--- config.mk ---
export PLATFORM = sky130hd
export DESIGN_NAME = agcs_gain_sequencer
export DESIGN_NICKNAME = d
export VERILOG_FILES = /design/src/hdl/agcs_pkg.sv /design/src/hdl/agcs_gain_sequencer.sv /design/src/hdl/agcs_step_timer.sv
export VERILOG_INCLUDE_DIRS = /design/src /design/src/hdl
export SDC_FILE = /design/constraint.sdc
export NUM_CORES = 1
export LEC_CHECK = 0
export BUFFER_PORTS_ARGS = -buffer_cell sky130_fd_sc_hd__buf_2
export CORE_ASPECT_RATIO = 0.7
export CORE_MARGIN = 2
export CORE_UTILIZATION = 58
export CTS_BUF_LIST = sky130_fd_sc_hd__clkbuf_4
export CTS_CLUSTER_SIZE = 20
export DETAILED_ROUTE_END_ITERATION = 10
export PLACE_DENSITY = 0.78
export SLEW_MARGIN = 20
export SYNTH_ARGS = -nofsm -noshare
export SYNTH_HDL_FRONTEND = slang
export SYNTH_SLANG_ARGS = --single-unit
--- constraint.sdc ---
create_clock -name core_clk -period 9.8 [get_ports core_clk]
set_clock_uncertainty 0.15 [all_clocks]
set_input_delay 0.49 -clock core_clk [delete_from_list [all_inputs] [get_ports core_clk]]
set_output_delay 0.49 -clock core_clk [all_outputs]
set_load 0.005 [all_outputs]
--- src/hdl/agcs_defines.svh ---
// Constants of the gain sequencer: register map, fields, resets, timing.
// Assumes a 100 MHz core clock and gain codes in 0.5 dB units.
`ifndef AGCS_DEFINES_SVH
`define AGCS_DEFINES_SVH

// Register byte offsets
`define AGCS_GAIN_CFG_OFS 12'h000
`define AGCS_LEVEL_CFG_OFS 12'h004
`define AGCS_STATUS_OFS 12'h008

// Gain configuration fields
`define AGCS_FIXED_LSB 0
`define AGCS_MAXG_LSB 8
`define AGCS_MING_LSB 16
// Level configuration fields
`define AGCS_LIMIT_LSB 0
`define AGCS_GATE_LSB 8
`define AGCS_RATIO_LSB 16
// Status fields
`define AGCS_ST_GAIN_LSB 0
`define AGCS_ST_MODE_LSB 8
`define AGCS_ST_OVER_BIT 10
`define AGCS_ST_ATTACK_BIT 11
`define AGCS_ST_RELEASE_BIT 12

// Reset values, gains in 0.5 dB codes, levels as 2*(dBV+64)
`define AGCS_FIXED_RST 8'h0c
`define AGCS_MAXG_RST 8'h3c
`define AGCS_MING_RST 8'h00
`define AGCS_LIMIT_RST 8'h92
`define AGCS_GATE_RST 8'h3c
`define AGCS_RATIO_RST 2'h1

// Timing
`define AGCS_CLK_MHZ 100
`define AGCS_ATTACK_TIME_US 6400
`define AGCS_RELEASE_TIME_MS 1810
`define AGCS_HOLD_TIME_MS 10
`define AGCS_ATTACK_CYCLES (`AGCS_ATTACK_TIME_US * `AGCS_CLK_MHZ)
`define AGCS_RELEASE_CYCLES (`AGCS_RELEASE_TIME_MS * 1000 * `AGCS_CLK_MHZ)
`define AGCS_HOLD_CYCLES (`AGCS_HOLD_TIME_MS * 1000 * `AGCS_CLK_MHZ)

`endif

--- src/hdl/agcs_pkg.sv ---
// Types of the gain sequencer.
// Assumes nothing beyond the defines header.
package agcs_pkg;
  typedef enum logic [1:0] {
    AGCS_MODE_OFF = 2'h0,
    AGCS_MODE_LIMIT = 2'h1,
    AGCS_MODE_COMP = 2'h2,
    AGCS_MODE_GATE = 2'h3
  } agcs_mode_t;
endpackage

--- src/hdl/agcs_gain_sequencer.sv ---
// Gain sequencer top: envelope-driven gain stepping with an APB register file.
// Assumes a digitised envelope and synchronous select pins on core_clk.
`timescale 1ns/1ps
`include "agcs_defines.svh"
module agcs_gain_sequencer #(
  parameter int TIMER_W = 28,
  parameter int ATTACK_CYCLES = `AGCS_ATTACK_CYCLES,
  parameter int RELEASE_CYCLES = `AGCS_RELEASE_CYCLES,
  parameter int HOLD_CYCLES = `AGCS_HOLD_CYCLES
) (
  // Clock and reset
  input wire logic core_clk,
  input wire logic reset_n,
  // APB slave
  input wire logic psel,
  input wire logic penable,
  input wire logic pwrite,
  input wire logic [11:0] paddr,
  input wire logic [31:0] pwdata,
  output logic [31:0] prdata,
  output logic pready,
  output logic pslverr,
  // Function select pins
  input wire logic function_select_high,
  input wire logic function_select_low,
  // Envelope detector, 0.5 dB codes
  input wire logic [7:0] env_level,
  // Gain stage, 0.5 dB codes
  output logic [7:0] gain_code
);
  localparam logic [TIMER_W-1:0] ATTACK_LOAD = TIMER_W'(ATTACK_CYCLES);
  localparam logic [TIMER_W-1:0] RELEASE_LOAD = TIMER_W'(RELEASE_CYCLES);
  localparam logic [TIMER_W-1:0] HOLD_LOAD = TIMER_W'(HOLD_CYCLES);

  // Mode decode helpers
  function automatic logic mode_comp(input agcs_pkg::agcs_mode_t m);
    mode_comp = (m == agcs_pkg::AGCS_MODE_COMP) || (m == agcs_pkg::AGCS_MODE_GATE);
  endfunction
  function automatic logic mode_gate(input agcs_pkg::agcs_mode_t m);
    mode_gate = (m == agcs_pkg::AGCS_MODE_GATE);
  endfunction

  // Registers
  logic [7:0] fixed_reg, maxg_reg, ming_reg, limit_reg, gate_reg;
  logic [1:0] ratio_reg;
  agcs_pkg::agcs_mode_t mode_reg;
  logic [7:0] gain_reg, gain_next;
  logic over_prev_reg;
  logic [31:0] prdata_reg;
  logic pready_reg, pslverr_reg;

  // Sequencer signals
  logic attack_done, release_done, hold_done;
  logic step_up, step_down, timers_restart;
  logic [8:0] out_level;
  logic over_limit, room_up, gate_block;
  logic [8:0] knee, target_wide;
  logic [7:0] target;

  // APB decode
  logic apb_setup, apb_commit, addr_ok;
  assign apb_setup = psel && penable && !pready_reg;
  assign apb_commit = psel && penable && pready_reg;
  assign addr_ok = (paddr == `AGCS_GAIN_CFG_OFS) || (paddr == `AGCS_LEVEL_CFG_OFS) ||
                   (paddr == `AGCS_STATUS_OFS);

  // Select pins sampled each cycle
  always_ff @(posedge core_clk) begin
    if (!reset_n) begin
      mode_reg <= agcs_pkg::AGCS_MODE_OFF;
    end else begin
      mode_reg <= agcs_pkg::agcs_mode_t'({function_select_high, function_select_low});
    end
  end

  // Configuration registers
  always_ff @(posedge core_clk) begin
    if (!reset_n) begin
      fixed_reg <= `AGCS_FIXED_RST;
      maxg_reg <= `AGCS_MAXG_RST;
      ming_reg <= `AGCS_MING_RST;
      limit_reg <= `AGCS_LIMIT_RST;
      gate_reg <= `AGCS_GATE_RST;
      ratio_reg <= `AGCS_RATIO_RST;
    end else if (apb_commit && pwrite) begin
      if (paddr == `AGCS_GAIN_CFG_OFS) begin
        fixed_reg <= pwdata[`AGCS_FIXED_LSB +: 8];
        maxg_reg <= pwdata[`AGCS_MAXG_LSB +: 8];
        ming_reg <= pwdata[`AGCS_MING_LSB +: 8];
      end else if (paddr == `AGCS_LEVEL_CFG_OFS) begin
        limit_reg <= pwdata[`AGCS_LIMIT_LSB +: 8];
        gate_reg <= pwdata[`AGCS_GATE_LSB +: 8];
        ratio_reg <= pwdata[`AGCS_RATIO_LSB +: 2];
      end
    end
  end

  // APB answer, one wait state
  always_ff @(posedge core_clk) begin
    if (!reset_n) begin
      pready_reg <= 1'b0;
      pslverr_reg <= 1'b0;
      prdata_reg <= 32'h0;
    end else begin
      pready_reg <= apb_setup;
      pslverr_reg <= apb_setup && !addr_ok;
      if (apb_setup && !pwrite) begin
        unique case (paddr)
          `AGCS_GAIN_CFG_OFS: prdata_reg <= {8'h0, ming_reg, maxg_reg, fixed_reg};
          `AGCS_LEVEL_CFG_OFS: prdata_reg <= {14'h0, ratio_reg, gate_reg, limit_reg};
          `AGCS_STATUS_OFS: prdata_reg <= {19'h0, !release_done, !attack_done, over_limit,
                                           mode_reg, gain_reg};
          default: prdata_reg <= 32'h0;
        endcase
      end else begin
        prdata_reg <= 32'h0;
      end
    end
  end

  // Output level and limit comparison
  assign out_level = {1'b0, env_level} + {1'b0, gain_reg};
  assign over_limit = out_level > {1'b0, limit_reg};
  assign room_up = (out_level + 9'h001) <= {1'b0, limit_reg};
  assign gate_block = mode_gate(mode_reg) && (env_level < gate_reg);

  // Desired gain: fixed, plus compressed boost below the knee
  assign knee = {1'b0, limit_reg} - {1'b0, fixed_reg};
  always_comb begin
    target_wide = {1'b0, fixed_reg};
    if (mode_comp(mode_reg) && !knee[8] && ({1'b0, env_level} < knee)) begin
      target_wide = {1'b0, fixed_reg} + ((knee - {1'b0, env_level}) >> ratio_reg);
    end
    if (target_wide > {1'b0, maxg_reg}) begin
      target = maxg_reg;
    end else if (target_wide < {1'b0, ming_reg}) begin
      target = ming_reg;
    end else begin
      target = target_wide[7:0];
    end
  end

  // Step decisions
  always_comb begin
    step_down = 1'b0;
    step_up = 1'b0;
    if (mode_reg != agcs_pkg::AGCS_MODE_OFF) begin
      if ((over_limit || gain_reg > target) && gain_reg > ming_reg) begin
        if (over_limit && !over_prev_reg) begin
          step_down = 1'b1;
        end else begin
          step_down = attack_done;
        end
      end else if (!over_limit && room_up && gain_reg < target && gain_reg < maxg_reg &&
                   !gate_block) begin
        step_up = release_done && hold_done;
      end
    end
  end
  assign timers_restart = step_up || step_down;

  // Gain register
  always_comb begin
    gain_next = gain_reg;
    if (mode_reg == agcs_pkg::AGCS_MODE_OFF) begin
      gain_next = fixed_reg;
    end else if (step_down) begin
      gain_next = gain_reg - 8'h01;
    end else if (step_up) begin
      gain_next = gain_reg + 8'h01;
    end
  end

  always_ff @(posedge core_clk) begin
    if (!reset_n) begin
      gain_reg <= `AGCS_FIXED_RST;
    end else begin
      gain_reg <= gain_next;
    end
  end

  // Limit crossing memory
  always_ff @(posedge core_clk) begin
    if (!reset_n) begin
      over_prev_reg <= 1'b0;
    end else begin
      over_prev_reg <= over_limit && (mode_reg != agcs_pkg::AGCS_MODE_OFF);
    end
  end

  // Attack, release and hold timers
  agcs_step_timer #(.WIDTH(TIMER_W)) u_attack (
    .core_clk(core_clk),
    .reset_n(reset_n),
    .restart(timers_restart),
    .load(ATTACK_LOAD),
    .done(attack_done)
  );
  agcs_step_timer #(.WIDTH(TIMER_W)) u_release (
    .core_clk(core_clk),
    .reset_n(reset_n),
    .restart(timers_restart),
    .load(RELEASE_LOAD),
    .done(release_done)
  );
  agcs_step_timer #(.WIDTH(TIMER_W)) u_hold (
    .core_clk(core_clk),
    .reset_n(reset_n),
    .restart(timers_restart),
    .load(HOLD_LOAD),
    .done(hold_done)
  );

  assign prdata = prdata_reg;
  assign pready = pready_reg;
  assign pslverr = pslverr_reg;
  assign gain_code = gain_reg;

  // Checks
  logic active_now;
  assign active_now = (mode_reg != agcs_pkg::AGCS_MODE_OFF);

  a_gain_step_size: assert property (@(posedge core_clk) disable iff (!reset_n)
    ($past(active_now) && active_now && gain_reg != $past(gain_reg)) |->
      (gain_reg == $past(gain_reg) + 8'h01 || gain_reg == $past(gain_reg) - 8'h01))
    else $error("gain moved by more than one step");

  a_first_drop: assert property (@(posedge core_clk) disable iff (!reset_n)
    (active_now && over_limit && !over_prev_reg && gain_reg > ming_reg) |=>
      (gain_reg == $past(gain_reg) - 8'h01 && !attack_done && !release_done) ||
      (mode_reg == agcs_pkg::AGCS_MODE_OFF))
    else $error("first limit crossing did not drop gain and restart timers");

  a_attack_block: assert property (@(posedge core_clk) disable iff (!reset_n)
    (active_now && over_prev_reg && !attack_done) |=>
      (gain_reg >= $past(gain_reg) || mode_reg == agcs_pkg::AGCS_MODE_OFF))
    else $error("gain dropped before attack expired");

  a_attack_drop: assert property (@(posedge core_clk) disable iff (!reset_n)
    (active_now && over_limit && over_prev_reg && attack_done && gain_reg > ming_reg) |=>
      (gain_reg == $past(gain_reg) - 8'h01 || mode_reg == agcs_pkg::AGCS_MODE_OFF))
    else $error("attack expiry with level over limit did not drop gain");

  a_release_rise: assert property (@(posedge core_clk) disable iff (!reset_n)
    (active_now && $past(active_now) && gain_reg > $past(gain_reg)) |->
      ($past(release_done) && $past(hold_done) && !release_done))
    else $error("gain rose before release expired");

  a_gain_bounds: assert property (@(posedge core_clk) disable iff (!reset_n)
    ($past(active_now) && $past(gain_reg) <= maxg_reg && $stable(maxg_reg)) |->
      (gain_reg <= maxg_reg))
    else $error("gain above maximum");

  a_mode_decode: assert property (@(posedge core_clk) disable iff (!reset_n)
    ##1 ((mode_gate(mode_reg) == $past(function_select_high && function_select_low)) &&
      (mode_comp(mode_reg) == $past(function_select_high))))
    else $error("select pins decoded wrongly");

  a_steady_hold: assert property (@(posedge core_clk) disable iff (!reset_n)
    (active_now && !step_up && !step_down) |=>
      (gain_reg == $past(gain_reg) || !active_now))
    else $error("gain moved without a step decision");

  a_release_block: assert property (@(posedge core_clk) disable iff (!reset_n)
    (active_now && !release_done) |=> (gain_reg <= $past(gain_reg) || !active_now))
    else $error("gain rose while release running");

  a_timer_restart: assert property (@(posedge core_clk) disable iff (!reset_n)
    (active_now && $past(active_now) && gain_reg != $past(gain_reg)) |->
      (!attack_done && !release_done))
    else $error("timers not restarted on a gain step");

  a_ceiling_hold: assert property (@(posedge core_clk) disable iff (!reset_n)
    (active_now && gain_reg >= maxg_reg) |=> (gain_reg <= $past(gain_reg) || !active_now))
    else $error("gain rose at the ceiling");

  a_apb_idle: assert property (@(posedge core_clk) disable iff (!reset_n)
    (!psel) |=> (!pready))
    else $error("apb answer without a request");

  a_disabled_fixed: assert property (@(posedge core_clk) disable iff (!reset_n)
    (!active_now ##1 !active_now) |-> (gain_reg == $past(fixed_reg)))
    else $error("disabled mode did not hold fixed gain");

  a_gate_hold: assert property (@(posedge core_clk) disable iff (!reset_n)
    (mode_gate(mode_reg) && env_level < gate_reg && !over_limit) |=>
      (gain_reg <= $past(gain_reg) || !active_now))
    else $error("gain rose while gate closed");

  a_apb_answer: assert property (@(posedge core_clk) disable iff (!reset_n)
    (psel && penable && !pready) |=> (pready ##1 !pready))
    else $error("apb answer not a single cycle");
endmodule

--- src/hdl/agcs_step_timer.sv ---
// Reloadable down-counter for attack, release and hold intervals.
// Assumes restart is a one-cycle pulse in the core clock domain.
`timescale 1ns/1ps
module agcs_step_timer #(
  parameter int WIDTH = 28
) (
  // Clock and reset
  input wire logic core_clk,
  input wire logic reset_n,
  // Control
  input wire logic restart,
  input wire logic [WIDTH-1:0] load,
  // Status
  output logic done
);
  logic [WIDTH-1:0] count_reg;

  // Count down to zero after each restart
  always_ff @(posedge core_clk) begin
    if (!reset_n) begin
      count_reg <= '0;
    end else if (restart) begin
      count_reg <= load;
    end else if (count_reg != '0) begin
      count_reg <= count_reg - 1'b1;
    end
  end

  assign done = (count_reg == '0);
endmodule

# Word level (Yosys, flattened, before mapping)
# Index checks and enable logic that the tools add are counted.
# classes
addsub	10
n_lt_le_gt_ge	10
n_eq_ne	4
shifts	1
n_mux	19
n_bitwise	2
n_reduce_logical	48
# ops
operator	n
logical NOT 28 bit	3
nonzero test 28 bit	3
subtractor 28 x 1 -> 28 bit, second input constant	3
2-to-1 mux 20 bit	4
case mux 24 bit (3 select lines)	1
2-to-1 mux 28 bit	2
2-to-1 mux 8 bit	5
< comparator 8 bit	3
> comparator 9 x 8 -> 1 bit	2
logical AND 1 bit	17
> comparator 8 bit	2
== test 12 x 3 -> 1 bit, second input constant	1
== test 12 x 4 -> 1 bit, second input constant	1
logical NOT 12 bit	1
adder 8 x 8 -> 9 bit	1
adder 8 x 9 -> 9 bit	1
adder 9 x 1 -> 9 bit, second input constant	1
<= comparator 9 x 8 -> 1 bit	1
logical NOT 1 bit	9
< comparator 8 x 9 -> 1 bit	1
< comparator 9 x 8 -> 1 bit	1
2-to-1 mux 9 bit	1
right shift 9 x 2 -> 9 bit	1
subtractor 8 x 8 -> 9 bit	1
13 further kinds	28
# word_totals
ff_bits	171
in_bits	59
out_inout_bits	42
wordCells	112

# Logic depth before layout (Yosys ltp)
# logic_depth
word_depth	18
ltp_mapped	48
mapped_depth_nobuf	47

# Hierarchy
# A second synthesis with hierarchy kept.
# unflattened
cells_unflattened	1392
hier_area_um2	11463.5
# by_module_without_submodules
module	n_inst	cells_each	area_per_inst_um2	seq_area_each_um2
agcs_gain_sequencer	1	816	6697.7	1581.5
agcs_step_timer (u_hold ...)	2	190	1606.5	560.5
agcs_step_timer (u_attack)	1	196	1552.7	560.5

# Least setup slack after synthesis
# No wires, ideal clock.
# synth_path
kind	register to register
from	reg fixed_reg[1]
to	reg gain_reg[7], in the netlist gain_code[7]
setup_time_ps	116
t_arrival_ps	8386
required_ps	9534
path_slack_ps	1148
path_stages_with_launch	47
path_buffers	1
synth_period_minus_slack_ps	8652
path_cell_list	dfxtp_1 -> inv_1 -> ha_1 -> nor2b_1 -> o21ai_0 -> a21boi_0 -> o21ai_0 -> nand2b_1 -> a21o_1 -> a21oi_1 -> xnor2_1 -> ha_1 -> nand4_1 -> o22ai_1 -> nor2_1 -> xor2_1 -> nand2_1 -> o31a_1 -> [... 11 more ...] -> nand2_1 -> a221oi_1 -> ha_1 -> nor2b_1 -> o211ai_1 -> a21o_1 -> a211oi_2 -> o211ai_1 -> inv_1 -> ha_1 -> a21o_1 -> a21oi_1 -> nor2b_1 -> o21a_1 -> o41a_1 -> xor2_1 -> mux2_4 -> a31o_1
# synth_via
elab_chain_cells	16
word_cells_on_any_way	28
classes_between	add/sub (3); order compare (5); shift (1); mux (10); reduce/logical (9)
# synth_lines
item	line	source
start, declared	agcs_gain_sequencer.sv:44	logic [7:0] fixed_reg, maxg_reg, ming_reg, limit_reg, gate_reg;
start signal, assigned	agcs_gain_sequencer.sv:79	fixed_reg <= `AGCS_FIXED_RST;
start signal, assigned	agcs_gain_sequencer.sv:87	fixed_reg <= pwdata[`AGCS_FIXED_LSB +: 8];
subtractor 8 x 8 -> 9 bit	agcs_gain_sequencer.sv:128	assign knee = {1'b0, limit_reg} - {1'b0, fixed_reg};
subtractor 9 x 8 -> 9 bit / logical NOT 1 bit (equally long branches)	agcs_gain_sequencer.sv:132, agcs_gain_sequencer.sv:131	
right shift 9 x 2 -> 9 bit / logical AND 1 bit (equally long branches)	agcs_gain_sequencer.sv:132, agcs_gain_sequencer.sv:131	
adder 8 x 9 -> 9 bit / logical AND 1 bit (equally long branches)	agcs_gain_sequencer.sv:132, agcs_gain_sequencer.sv:131	
2-to-1 mux 9 bit (*)	agcs_gain_sequencer.sv:131	if (mode_comp(mode_reg) && !knee[8] && ({1'b0, env_level} < knee)) begin
< comparator 9 x 8 -> 1 bit	agcs_gain_sequencer.sv:136	end else if (target_wide < {1'b0, ming_reg}) begin
2-to-1 mux 8 bit	agcs_gain_sequencer.sv:136	
2-to-1 mux 8 bit (*)	agcs_gain_sequencer.sv:134	if (target_wide > {1'b0, maxg_reg}) begin
< comparator 8 bit	agcs_gain_sequencer.sv:154	end else if (!over_limit && room_up && gain_reg < target && gain_reg < maxg_reg &&
logical AND 1 bit (3 in series)	agcs_gain_sequencer.sv:154	
2-to-1 mux 1 bit	agcs_gain_sequencer.sv:154	
2-to-1 mux 1 bit	agcs_gain_sequencer.sv:148	if ((over_limit || gain_reg > target) && gain_reg > ming_reg) begin
2-to-1 mux 1 bit	agcs_gain_sequencer.sv:147	if (mode_reg != agcs_pkg::AGCS_MODE_OFF) begin
nonzero test 3 bit (no source line)	--	
end signal, assigned	agcs_gain_sequencer.sv:176	gain_reg <= `AGCS_FIXED_RST;
end signal, assigned	agcs_gain_sequencer.sv:178	gain_reg <= gain_next;
end, declared	agcs_gain_sequencer.sv:47	logic [7:0] gain_reg, gain_next;
# Mark *: on every way between the ends. The rest lies on a longest branch, timed or not.
# A chain may end at the register's enable or synchronous reset.

# Worst setup path in the final report
# layout_path
from	reg fixed_reg[2]
to	reg gain_reg[7], in the netlist gain_code[7]
# Same word-level chain as after synthesis.

==> results.py <==
metrics = {
    "run_status": {
        "outcome": "completed",
    },
    "synth": {
        "syn_area_per_cell_um2": 8.209,
        "synth_area_leader_cell": "dfxtp_1",
        "ys_types": 72,
        "yosysTopAreaCellShare": 0.3177,
        "synth.most_common_cell": "dfxtp_1",
        "synthTopCellsByArea": "dfxtp_1 (32%), ha_1 (13%), a21oi_1 (6.0%)",
        "ys_seq_elements": 163,
        "yosys_most_used_dff": "dfxtp_1",
        "synth-edff-count": 0,
        "synth_seq_area_share": 0.3177,
        "synthesis.area_um2": 10270,
        "ys_async_sr_fraction": 0,
        "synth_warnings": 0,
        "synth_common_cells": "dfxtp_1 (163), nor2_1 (150), a21oi_1 (123), nand2_1 (111), ha_1 (105)",
        "postSynthCellCount": 1251,
    },
    "floorplanning": {
        "die_x_um": 163.0,
        "die_area_um2": 18800,
        "coreArea_um2": 17270,
        "ios": 101,
        "fp.dieH_um": 115.3,
        "start_util": 0.5948,
        "num_rows": 40,
    },
    "critical_path": {
        "timing.rr.end": "gain_code[7]$_SDFFE_PN0P_",
        "critPathLaunchType": "register",
        "worstSetupPathType": "register to register",
        "r2r_start": "fixed_reg[2]$_SDFFE_PN1P_",
        "critPathMaxFanout": 7,
        "path_delay_family": "compound AO/OA/AOI/OAI gates",
        "r2r_slack_ns": 0.52,
        "end_kind": "register",
        "reg2regPathDepth": 45,
        "cp_num_buf_inv": 3,
        "worst_ep_required_time_ns": 10.14,
        "cp_common_cell": "ha_1",
        "slowest_stage": "dfxtp_1",
        "crit_path_max_incr_delay_ns": 0.48,
        "cp.arrival_ns": 9.62,
    },
    "clock_tree": {
        "htree_num_levels": 4,
        "clk_pin_slew_ns": 0.15,
        "numClockSinks": 163,
        "cts_root_buffer": "clkbuf_4",
        "cts_tree": "done",
        "clockBufferDepth": 2,
        "cts_buffers": 17,
        "clkLatencyLatePin_ns": 0.59,
    },
    "placement": {
        "placed_cell_area_um2": 10870,
        "numPortBuffers": 84,
        "globalplace.congestion": 0.9882,
        "hpwl_mm": 20.86,
    },
    "cells_and_area": {
        "drive_gt1_frac": 0.1236,
        "syn2layout_area_growth_pct": 12.04,
        "fillers": 1436,
        "stdcell_area_um2": 11510,
        "fin_nets": 1515,
    },
    "timing": {
        "max_slew_margin": 0.3368,
        "fin_crit_ns": 9.277,
        "hold_violations": 0,
        "worst_pin_slew_ns": 0.9948,
        "min_period_over_period": 0.9467,
        "slew_violations": 0,
        "finalSetupViolCount": 0,
        "max_freq_mhz": 107.8,
    },
    "job": {
        "max_cap_violations": 0,
    },
    "global_route": {
        "grt_max_degree": 57,
        "first_global_vias": 8465,
        "antenna_found_initial": 0,
        "grt.total_usage": 0.3027,
        "grt_pass1_wl_mm": 44.35,
        "overflow": 0,
    },
    "power_and_ir_drop": {
        "leakagePower_nw": 4.883,
        "power-per-cell-area_nw_per_um2": 209.7,
        "vdd_drop_max_v": 0.0001652,
        "finalPower_mw": 2.413,
    },
    "hold_path": {
        "min_path_cells": 3,
        "hp-class": "input pin to register",
        "holdPathEnd": "gate_reg[1]$_SDFFE_PN0P_",
        "min_from": "pwdata[9]",
    },
    "drt": {
        "wl_mm": 27.83,
        "dr.pass1.iters": 6,
        "drt-initial-drc-count": 1006,
        "ant_nets": 0,
        "drc": 0,
        "vias": 9402,
        "routedWlPerCell_um": 17.49,
        "viasPerCell": 5.909,
    },
}
area by class of cell:
type                       instances  area (um^2)  share of cell area
antenna                            1        2.502           0.0002175
clock buffer                      17        127.6             0.01109
clock inverter                    15        166.4             0.01446
inverter                          71        266.5             0.02316
multi-input combinational        972         6615              0.5749
sequential                       163         3263              0.2836
tap                              231        289.0             0.02512
timing repair buffer             121        775.7             0.06742
kinds of logic after synthesis:
| kind of cell | synth area share |
|---|---|
| other cells | 0.0003651 |
| fa+ha+maj | 0.1377 |
| compound gates | 0.1592 |
| mux | 0.03509 |
| flops | 0.3177 |
| buf+inv | 0.05068 |
| xor+xnor | 0.08528 |
| simple gates | 0.2139 |
routing by layer:
layer  vias to the layer above  part of all wire  GRT usage
met5                         -                 0          0
li1                       4596                 -          -
met3                        33             0.094    0.05014
met1                      4364              0.47     0.4458
met2                       409              0.43     0.4610
met4                         0             0.013    0.07670
worst max path at each step:
| stage | startpoint | endpoint | slack [ns] | depth (start not counted) |
|---|---|---|---|---|
| after floorplan | fixed_reg[1]$_SDFFE_PN0P_ | gain_code[7]$_SDFFE_PN0P_ | 1.15 | 46 |
| after global placement | fixed_reg[1]$_SDFFE_PN0P_ | gain_code[7]$_SDFFE_PN0P_ | 0.46 | 45 |
| after detailed placement | fixed_reg[1]$_SDFFE_PN0P_ | gain_code[7]$_SDFFE_PN0P_ | 0.19 | 45 |
| after CTS | fixed_reg[1]$_SDFFE_PN0P_ | gain_code[7]$_SDFFE_PN0P_ | 0.14 | 45 |
| after global routing | fixed_reg[1]$_SDFFE_PN0P_ | gain_code[7]$_SDFFE_PN0P_ | -0.06 | 46 |
| final | fixed_reg[2]$_SDFFE_PN1P_ | gain_code[7]$_SDFFE_PN0P_ | 0.52 | 45 |
power by group:
| part | switching [mW] | internal [mW] |
|---|---|---|
| Sequential | 0.135 | 0.802 |
| Clock | 0.280 | 0.139 |
| Combinational | 0.575 | 0.481 |
tightest hold or removal path: cells and delay by family:
| kind | cells | cell delay (ns) |
|---|---|---|
| buffers and inverters | 1 | 0.12 |
| AND/OR/NAND/NOR | 1 | 0.06 |
| AO/OA/AOI/OAI | 1 | 0.05 |
cell usage in the layout, fill, tap and decap left out, types with 5 or more instances in the layout:
master,n
nor4_1,19
o31a_1,9
inv_8,5
and2_1,7
nor2_1,150
inv_1,70
buf_2,84
nand3_1,24
nand2b_1,8
fa_1,5
o21ai_0,24
o21a_1,8
o211ai_1,20
nor2b_1,17
mux2i_1,25
or4_1,15
nand2_1,111
dlygate4sd3_1,21
nand4_1,16
xnor2_1,66
mux2i_2,5
a21o_1,17
conb_1,8
xor2_1,34
dfxtp_1,163
nor3_1,41
or3_1,16
a211oi_1,12
clkbuf_4,17
a21oi_1,122
buf_4,14
ha_1,105
repair_timing:
action                     in CTS  in global routing
gates resized for setup         0                 22
hold endpoints to repair       29                  2
buffers inserted                0                  5
hold buffers                   20                  1
setup endpoints to repair       0                 47
metrics by stage:
step             util  hold WS [ns]  setup WS [ns]  instances  TNS (ns)
3_5_place_dp   0.6293        0.3113         0.1917       1532         0
6_report       0.6664       0.02825         0.5226       1591         0
4_1_cts        0.6579      0.001419         0.1401       1584         0
2_1_floorplan       -        0.2861          1.148       1258         0
3_3_place_gp   0.6293        0.2985         0.4611       1532         0
5_1_grt        0.6662      0.001055       -0.06160       1590  -0.06160
Power figures use the tool's default switching activity.
